--- src/inc/tdmtx_pkg.sv ---
// Constants shared by the time-slot transmit mode control block
package tdmtx_pkg;

  // ************************************************************
  // Channel mode word layout (bit 15 is the framing select)
  // ************************************************************
  localparam int unsigned  TDMTX_MODE_B    = 15;
  localparam int unsigned  TDMTX_IDLE_B    = 13;
  localparam int unsigned  TDMTX_TXON_B    = 12;
  localparam int unsigned  TDMTX_POLL_B    = 8;
  localparam int unsigned  TDMTX_CRC_B     = 7;
  localparam int unsigned  TDMTX_NOF_LSB   = 0;
  localparam int unsigned  TDMTX_NOF_W     = 4;
  localparam logic [15:0]  TDMTX_WMASK     = 16'hB18F;
  localparam logic [15:0]  TDMTX_MODE_RST  = 16'h0000;

  // ************************************************************
  // Register map
  // ************************************************************
  localparam logic [31:0]  TDMTX_CHMODE_BASE = 32'h0000_0000;
  localparam int unsigned  TDMTX_NCH_DEF     = 32;
  localparam int unsigned  TDMTX_AW_DEF      = 8;

  // ************************************************************
  // Line patterns and CRC
  // ************************************************************
  localparam logic [7:0]   TDMTX_FLAG      = 8'h7E;
  localparam logic [7:0]   TDMTX_ONES      = 8'hFF;
  localparam logic [15:0]  TDMTX_POLY16    = 16'h8408;
  localparam logic [31:0]  TDMTX_POLY32    = 32'hEDB8_8320;
  localparam logic [31:0]  TDMTX_CRC_INIT  = 32'hFFFF_FFFF;
  localparam logic [3:0]   TDMTX_CRC16_END = 4'h1;
  localparam logic [3:0]   TDMTX_CRC32_END = 4'h3;

  // ************************************************************
  // Per-channel transmit engine states
  // ************************************************************
  typedef enum logic [2:0] {
    TDMTX_ST_UNINIT = 3'b000,
    TDMTX_ST_IDLE   = 3'b001,
    TDMTX_ST_FLAG   = 3'b010,
    TDMTX_ST_DATA   = 3'b011,
    TDMTX_ST_CRC    = 3'b100,
    TDMTX_ST_CLOSE  = 3'b101,
    TDMTX_ST_XPAR   = 3'b110
  } tdmtx_st_t;

endpackage : tdmtx_pkg

--- src/design/tdmtx_mode_ctrl.sv ---
// Per-channel transmit mode control for a time-slot multiplexed serial line
//
// What this block does
// - Top mode bit picks transparent (0) or HDLC (1) per channel.
// - No idle fill: no idle bytes, count plus one flags, then data.
// - No idle fill and no buffer ready: keep sending flags.
// - Flag count zero without idle fill shares one flag between frames.
// - Extra flags may appear when buffers arrive late.
// - Idle fill: at least one idle byte, then count plus one flags.
// - Idle fill startup sends all-ones init, all-ones idle, flags, data.
// - Transmit off: the channel's slots carry all ones.
// - Transmit on: channel sends per its framing and settings.
// - Descriptor ready flags are checked only while scanning is enabled.
// - Device clears scan enable on finding a descriptor not ready.
// - CRC select 0 gives 16-bit CRC, 1 gives 32-bit CRC.
// - Low nibble sets minimum flags; one flag always precedes first frame.
//
// Decided for this implementation: the placing of the registers and the Wishbone register port.
`timescale 1ns/1ps
module tdmtx_mode_ctrl
  import tdmtx_pkg::*;
#(
  parameter int unsigned NCH = TDMTX_NCH_DEF,
  parameter int unsigned AW  = TDMTX_AW_DEF,
  parameter int unsigned CW  = (NCH > 1) ? $clog2(NCH) : 1
) (
  input  wire logic          ref_clk,
  input  wire logic          arst_n,
  input  wire logic          wb_cyc_i,
  input  wire logic          wb_stb_i,
  input  wire logic          wb_we_i,
  input  wire logic [AW-1:0] wb_adr_i,
  input  wire logic [3:0]    wb_sel_i,
  input  wire logic [31:0]   wb_dat_i,
  output logic      [31:0]   wb_dat_o,
  output logic               wb_ack_o,
  input  wire logic          slot_req,
  input  wire logic [CW-1:0] slot_ch,
  input  wire logic          bd_ready,
  input  wire logic [7:0]    bd_byte,
  input  wire logic          bd_last,
  output logic      [7:0]    tx_byte,
  output logic               tx_valid,
  output logic      [CW-1:0] tx_ch,
  output logic               bd_check,
  output logic               bd_take
);

  // ************************************************************
  // State
  // ************************************************************
  typedef struct packed {
    logic [NCH-1:0][15:0] mode;
    tdmtx_st_t [NCH-1:0]  st;
    logic [NCH-1:0][3:0]  cnt;
    logic [NCH-1:0][31:0] crc;
    logic                 ack;
    logic [31:0]          rdat;
    logic [7:0]           txb;
    logic                 txv;
    logic [CW-1:0]        bch;
    logic                 chk;
    logic                 take;
  } tdmtx_state_t;

  tdmtx_state_t s_r;
  tdmtx_state_t s_nxt;
  logic         rst_meta_r;
  logic         rst_n_r;

  // ************************************************************
  // Reset release
  // ************************************************************
  always_ff @(posedge ref_clk or negedge arst_n) begin
    if (!arst_n) begin
      rst_meta_r <= 1'b0;
      rst_n_r    <= 1'b0;
    end else begin
      rst_meta_r <= 1'b1;
      rst_n_r    <= rst_meta_r;
    end
  end

  // ************************************************************
  // Bitwise reflected CRC over one byte
  // ************************************************************
  function automatic logic [31:0] tdmtx_crc_byte(
    input logic [31:0] cin,
    input logic [7:0]  d,
    input logic        wide
  );
    logic [31:0] c;
    logic        fb;
    c  = cin;
    fb = 1'b0;
    for (int i = 0; i < 8; i++) begin
      fb = c[0] ^ d[i];
      if (wide) begin
        c = {1'b0, c[31:1]} ^ (fb ? TDMTX_POLY32 : 32'h0000_0000);
      end else begin
        c = {16'h0000, 1'b0, c[15:1]} ^ {16'h0000, (fb ? TDMTX_POLY16 : 16'h0000)};
      end
    end
    return c;
  endfunction : tdmtx_crc_byte

  // ************************************************************
  // Next state
  // ************************************************************
  always_comb begin
    logic [CW-1:0]         c;
    logic [15:0]           m;
    logic [TDMTX_NOF_W-1:0] min_flag_count;
    logic                  rdy;
    logic                  look;
    logic [3:0]            crc_end;
    logic [AW-3:0]         idx;
    logic                  hit;
    logic [CW-1:0]         ci;
    c       = slot_ch;
    m       = s_r.mode[c];
    min_flag_count     = m[TDMTX_NOF_LSB +: TDMTX_NOF_W];
    rdy     = m[TDMTX_POLL_B] & bd_ready;
    look    = 1'b0;
    crc_end = m[TDMTX_CRC_B] ? TDMTX_CRC32_END : TDMTX_CRC16_END;
    idx     = wb_adr_i[AW-1:2];
    hit     = ({{(32-AW+2){1'b0}}, idx} < NCH);
    ci      = idx[CW-1:0];

    s_nxt      = s_r;
    s_nxt.ack  = 1'b0;
    s_nxt.txv  = 1'b0;
    s_nxt.chk  = 1'b0;
    s_nxt.take = 1'b0;

    if (slot_req) begin
      s_nxt.txv = 1'b1;
      s_nxt.bch = c;
      s_nxt.txb = TDMTX_ONES;
      if (!m[TDMTX_TXON_B]) begin
        // Disabled transmitter restarts as uninitialised on re-enable
        s_nxt.st[c] = TDMTX_ST_UNINIT;
      end else begin
        case (s_r.st[c])
          TDMTX_ST_UNINIT: begin
            s_nxt.txb = TDMTX_ONES;
            if (!m[TDMTX_MODE_B]) begin
              s_nxt.st[c] = TDMTX_ST_XPAR;
            end else if (m[TDMTX_IDLE_B]) begin
              s_nxt.st[c] = TDMTX_ST_IDLE;
            end else begin
              s_nxt.st[c]  = TDMTX_ST_FLAG;
              s_nxt.cnt[c] = 4'(min_flag_count);
            end
          end
          TDMTX_ST_IDLE: begin
            // One idle byte always goes out before the flags
            s_nxt.txb = TDMTX_ONES;
            look      = 1'b1;
            if (rdy) begin
              s_nxt.st[c]  = TDMTX_ST_FLAG;
              s_nxt.cnt[c] = 4'(min_flag_count);
            end
          end
          TDMTX_ST_FLAG: begin
            s_nxt.txb = TDMTX_FLAG;
            if (s_r.cnt[c] != 4'h0) begin
              s_nxt.cnt[c] = s_r.cnt[c] - 4'h1;
            end else begin
              look = 1'b1;
              // Late buffers stretch the flag run and clear scan enable until software sets it again
              if (rdy) begin
                s_nxt.st[c]  = TDMTX_ST_DATA;
                s_nxt.crc[c] = TDMTX_CRC_INIT;
              end
            end
          end
          TDMTX_ST_DATA: begin
            s_nxt.txb    = bd_byte;
            s_nxt.take   = 1'b1;
            s_nxt.crc[c] = tdmtx_crc_byte(s_r.crc[c], bd_byte, m[TDMTX_CRC_B]);
            if (bd_last) begin
              s_nxt.st[c]  = TDMTX_ST_CRC;
              s_nxt.cnt[c] = 4'h0;
            end
          end
          TDMTX_ST_CRC: begin
            // Complemented CRC, low byte first
            s_nxt.txb    = ~s_r.crc[c][{s_r.cnt[c][1:0], 3'b000} +: 8];
            s_nxt.cnt[c] = s_r.cnt[c] + 4'h1;
            if (s_r.cnt[c] >= crc_end) begin
              if (m[TDMTX_IDLE_B]) begin
                s_nxt.st[c] = TDMTX_ST_CLOSE;
              end else begin
                // First flag of the next run closes this frame
                s_nxt.st[c]  = TDMTX_ST_FLAG;
                s_nxt.cnt[c] = 4'(min_flag_count);
              end
            end
          end
          TDMTX_ST_CLOSE: begin
            s_nxt.txb   = TDMTX_FLAG;
            s_nxt.st[c] = TDMTX_ST_IDLE;
          end
          TDMTX_ST_XPAR: begin
            look = 1'b1;
            if (rdy) begin
              s_nxt.txb  = bd_byte;
              s_nxt.take = 1'b1;
            end
            if (m[TDMTX_MODE_B]) begin
              s_nxt.st[c] = TDMTX_ST_UNINIT;
            end
          end
          default: begin
            s_nxt.st[c] = TDMTX_ST_UNINIT;
          end
        endcase
      end
      if (look && m[TDMTX_POLL_B]) begin
        s_nxt.chk = 1'b1;
        if (!bd_ready) begin
          s_nxt.mode[c][TDMTX_POLL_B] = 1'b0;
        end
      end
    end

    // Wishbone slave: answer one cycle after the request, write on the ack edge
    if (wb_cyc_i && wb_stb_i && !s_r.ack) begin
      s_nxt.ack  = 1'b1;
      s_nxt.rdat = hit ? {16'h0000, s_r.mode[ci]} : 32'h0000_0000;
    end
    if (wb_cyc_i && wb_stb_i && s_r.ack && wb_we_i && hit) begin
      // Applied after the engine so a software set beats a hardware clear
      if (wb_sel_i[0]) begin
        s_nxt.mode[ci][7:0] = wb_dat_i[7:0] & TDMTX_WMASK[7:0];
      end
      if (wb_sel_i[1]) begin
        s_nxt.mode[ci][15:8] = wb_dat_i[15:8] & TDMTX_WMASK[15:8];
      end
    end
  end

  // ************************************************************
  // Registers
  // ************************************************************
  always_ff @(posedge ref_clk or negedge rst_n_r) begin
    if (!rst_n_r) begin
      s_r <= '0;
    end else begin
      s_r <= s_nxt;
    end
  end

  assign wb_dat_o = s_r.rdat;
  assign wb_ack_o = s_r.ack;
  assign tx_byte  = s_r.txb;
  assign tx_valid = s_r.txv;
  assign tx_ch    = s_r.bch;
  assign bd_check = s_r.chk;
  assign bd_take  = s_r.take;

endmodule : tdmtx_mode_ctrl

--- config.mk ---
export PLATFORM = sky130hd
export DESIGN_NAME = tdmtx_mode_ctrl
export DESIGN_NICKNAME = d
export VERILOG_FILES = /design/src/inc/tdmtx_pkg.sv /design/src/design/tdmtx_mode_ctrl.sv
export SDC_FILE = /design/constraint.sdc
export NUM_CORES = 2
export LEC_CHECK = 0
export ABC_AREA = 1
export ABC_CLOCK_PERIOD_IN_PS = 59500
export BUFFER_PORTS_ARGS = -buffer_cell sky130_fd_sc_hd__buf_2
export CELL_PAD_IN_SITES_DETAIL_PLACEMENT = 1
export CELL_PAD_IN_SITES_GLOBAL_PLACEMENT = 2
export CORE_ASPECT_RATIO = 1.4
export CORE_MARGIN = 4
export CORE_UTILIZATION = 37
export CTS_BUF_LIST = sky130_fd_sc_hd__clkbuf_16
export DETAILED_ROUTE_END_ITERATION = 8
export PLACE_DENSITY = 0.89
export SKIP_LAST_GASP = 1
export SLEW_MARGIN = 20
export SYNTH_ARGS = -nofsm -noshare
export SYNTH_HDL_FRONTEND = slang
export SYNTH_SLANG_ARGS = --single-unit
--- constraint.sdc ---
create_clock -name ref_clk -period 59.5 [get_ports ref_clk]
set_input_delay 2.975 -clock ref_clk [delete_from_list [all_inputs] [get_ports ref_clk]]
set_output_delay 2.975 -clock ref_clk [all_outputs]
set_load 0.005 [all_outputs]
==> out/metrics.cfg <==
[floorplanning]
start_util_pct = 37.19
core-area_mm2 = 0.2663
ioPinCount = 114
dieArea_mm2 = 0.2761
chipWidth_um = 445.2
num_rows = 224
die_y_um = 620.1

[min_path]
hp-class = flip-flop to flip-flop
min_path_cells = 0
hp-start = rst_meta_r
whs_endpoint = rst_n_r

[routing]
drc = 0
vias = 107500
wl_met2_um = 224100
ant_nets = 0
drt-met1-wl_um = 183500
wl_met3_um = 40550
top_layer = met5
vias_per_cell = 6.052
first_pass_iters = 6
drtIter0Drc = 10950
post_drt_wl_per_cell_um = 28.06
drt_wl_total_um = 498500

[sta]
relSlewSlack_pct = 17.04
post-route-period-util_pct = 18.23
slew_violations = 0
final_hold_viol_count = 0
rsz0062_at_grt = no
max_freq_ghz = 0.09219
setup_viol = 0
tightest_slew_ns = 1.237
finalHoldWorstSlack_ns = 0.3542
finalCriticalPeriod_ns = 10.85
clock_skew_ns = 0.08748
setup_ws_ns = 48.65
finalSetupTns_ns = 0

[global_route]
grt_pass1_wl_um = 726500
track_usage_pct = 35.06
first_global_vias = 107400
grt-ovfl-total = 0
antenna_found_initial = 30
grt_max_degree = 177

[placed_design]
dp_hpwl_um = 314400
place_inst = 17430
pre_cts_slack_ns = 48.20
gp_congestion = 0.9613
port_buffers = 70

[synthesis]
synth-warning-count = 0
ys_types = 57
synthCells = 14700
avgSynthCellArea_um2 = 6.739
ys.flop_type = dfrtp_1
synthesis.area_mm2 = 0.09903
yosysTopAreaCellShare_pct = 39.55
synth_edf_count = 0
ys_seq_elements = 1565
synthTopCellsByArea = dfrtp_1 40%, nand2_1 18%, o21ai_0 6.2%, a21oi_1 5.8%, nor2_1 4.6%
synth_top_area_cell = dfrtp_1
synthMostInstantiatedCell = nand2_1
synth_common_cells = 4,628 x nand2_1, 1,565 x dfrtp_1, 1,219 x o21ai_0
synth-async-reset-ratio_pct = 100.0
yosysSeqAreaShare_pct = 39.55

[clock_network]
clkLatencyLatePin_ns = 0.92
cts_tree = done
root_buffer = clkbuf_16
path_clk_slew_ns = 0.06
cts_resized = 0
numClockSinks = 1565
cts_buffers = 184
postCtsSetupRepairBufs = 0
clockBufferDepth = 4
htreeDepth = 4
hold_buffers = 0

[final_layout]
fin_nets = 14190
stdcell_count = 17770
area_growth_pct = 8.173
regArea_mm2 = 0.03917
multi_input_area_mm2 = 0.05039
layout-drive-gt1-share_pct = 6.204
fillCellCount = 34170

[setup_path]
worstPathArrival_ns = 11.58
r2r-start = s_r[1134]
reg2regPathDepth = 20
worstSetupStartpoint = slot_ch[0]
r2r-end = s_r[1124]
crit_fanout = 51
startpoint_type = input port
regToRegSetupSlack_ns = 52.94
critPathKind = input port to flip-flop
crit_required_ns = 60.23
cp-end-kind = flip-flop

[power_and_ir_drop]
p_per_area_mw_per_mm2 = 25.07
switching_share_pct = 33.00
internal_power_uw = 1799
comb_power_share_pct = 17.1
clkPwrFrac_pct = 42.0
p_seq_share_pct = 40.9
p_leak_uw = 0.05038
ir_drop_mv = 0.02160
switchingPower_uw = 886.2

[job]
maxCapViolations = 0

[outcome]
status = complete, no violations

-- final cells by class --
cell class	instances	share of cell area [%]
clock buffers	185	4.322
clock inverters	132	0.8865
repair buffers	402	2.813
flip-flops and latches	1565	36.56
well taps	3503	4.092
inverters	1205	4.253
diodes	14	0.03271
multi-input cells	10760	47.04
-- layer usage --
metal	track usage (%)	up-vias
met3	6.719	1613
met2	56.32	4907
met5	0	-
met4	29.53	12
li1	-	46990
met1	40.40	54000
-- power groups by stage --
stage	clock (uW)	combinational, uW	sequential, uW
after global routing	1180	482	1100
after detailed placement	0	443	1120
final	1130	458	1100
after global placement	0	437	1120
after CTS	1140	445	1100
after floorplan	0	257	1130
-- worst max path at each step --
stage	end
6_report	s_r[1124]
3_5_place_dp	s_r[58]
4_1_cts	s_r[58]
2_1_floorplan	bd_check
5_1_grt	s_r[1112]
3_3_place_gp	s_r[49]
-- layout by cell type, fill, tap and decap left out, types with 68 or more instances in the layout --
cell | Yosys | layout
clkbuf_16 | 0 | 185
o22ai_1 | 359 | 359
a21oi_1 | 1151 | 1150
o21ai_0 | 1219 | 1216
buf_2 | 379 | 68
nor2_1 | 1202 | 1172
nand3_1 | 728 | 726
nand4_1 | 279 | 279
nor3_1 | 93 | 91
o21ai_1 | 178 | 181
a21boi_1 | 291 | 291
nand2_1 | 4628 | 4613
o221ai_1 | 125 | 125
inv_1 | 1132 | 1147
a22oi_1 | 268 | 268
buf_4 | 99 | 319
inv_2 | 60 | 77
dfrtp_1 | 1565 | 1564
-- per-stage QoR --
| stage | cell area, um^2 | total power, uW | utilization (%) |
|---|---|---|---|
| after floorplan | 99080 | 1390 | - |
| after global placement | 101500 | 1554 | 38.12 |
| after detailed placement | 101500 | 1561 | 38.12 |
| after CTS | 107100 | 2680 | 40.21 |
| after global routing | 107100 | 2762 | 40.22 |
| final | 107100 | 2685 | 40.23 |
-- sequential cells by signal (all words and copies together), names as in the netlist --
register    cells
bd_check        1
bd_take         1
rst_meta_r      1
rst_n_r         1
s_r          1536
tx_byte         8
tx_ch           5
tx_valid        1
wb_ack_o        1
wb_dat_o       10
-- cells by family after synthesis --
family          count (synthesis)  synth area share, %
xor+xnor                       30               0.3032
compound gates               3651                20.98
buf+inv                      2386                10.14
flops                        1565                39.55
other cells                     2             0.007584
simple gates                 7057                28.98
fa+ha+maj                       4              0.05054
-- worst max-delay path, cell delays in order --
cell	delay (ns)
buf_6	0.33
inv_6	0.36
nor2_8	0.74
buf_4	0.60
buf_4	0.62
a22oi_1	0.26
nand2_1	0.13
nand2_1	0.05
nand2_1	0.14
nor2_1	0.11
nand2_2	0.41
ha_1	0.34
a21oi_1	0.50
nand2_1	0.64
buf_4	0.50
inv_2	0.12
buf_4	0.48
nor2_4	0.03
buf_4	0.34
nand2_2	0.75
nand2_1	0.16
nand2_1	0.10
nand2_1	0.32
o21ai_1	0.27
nand2_1	0.07
(Power assumes the default switching activity.)
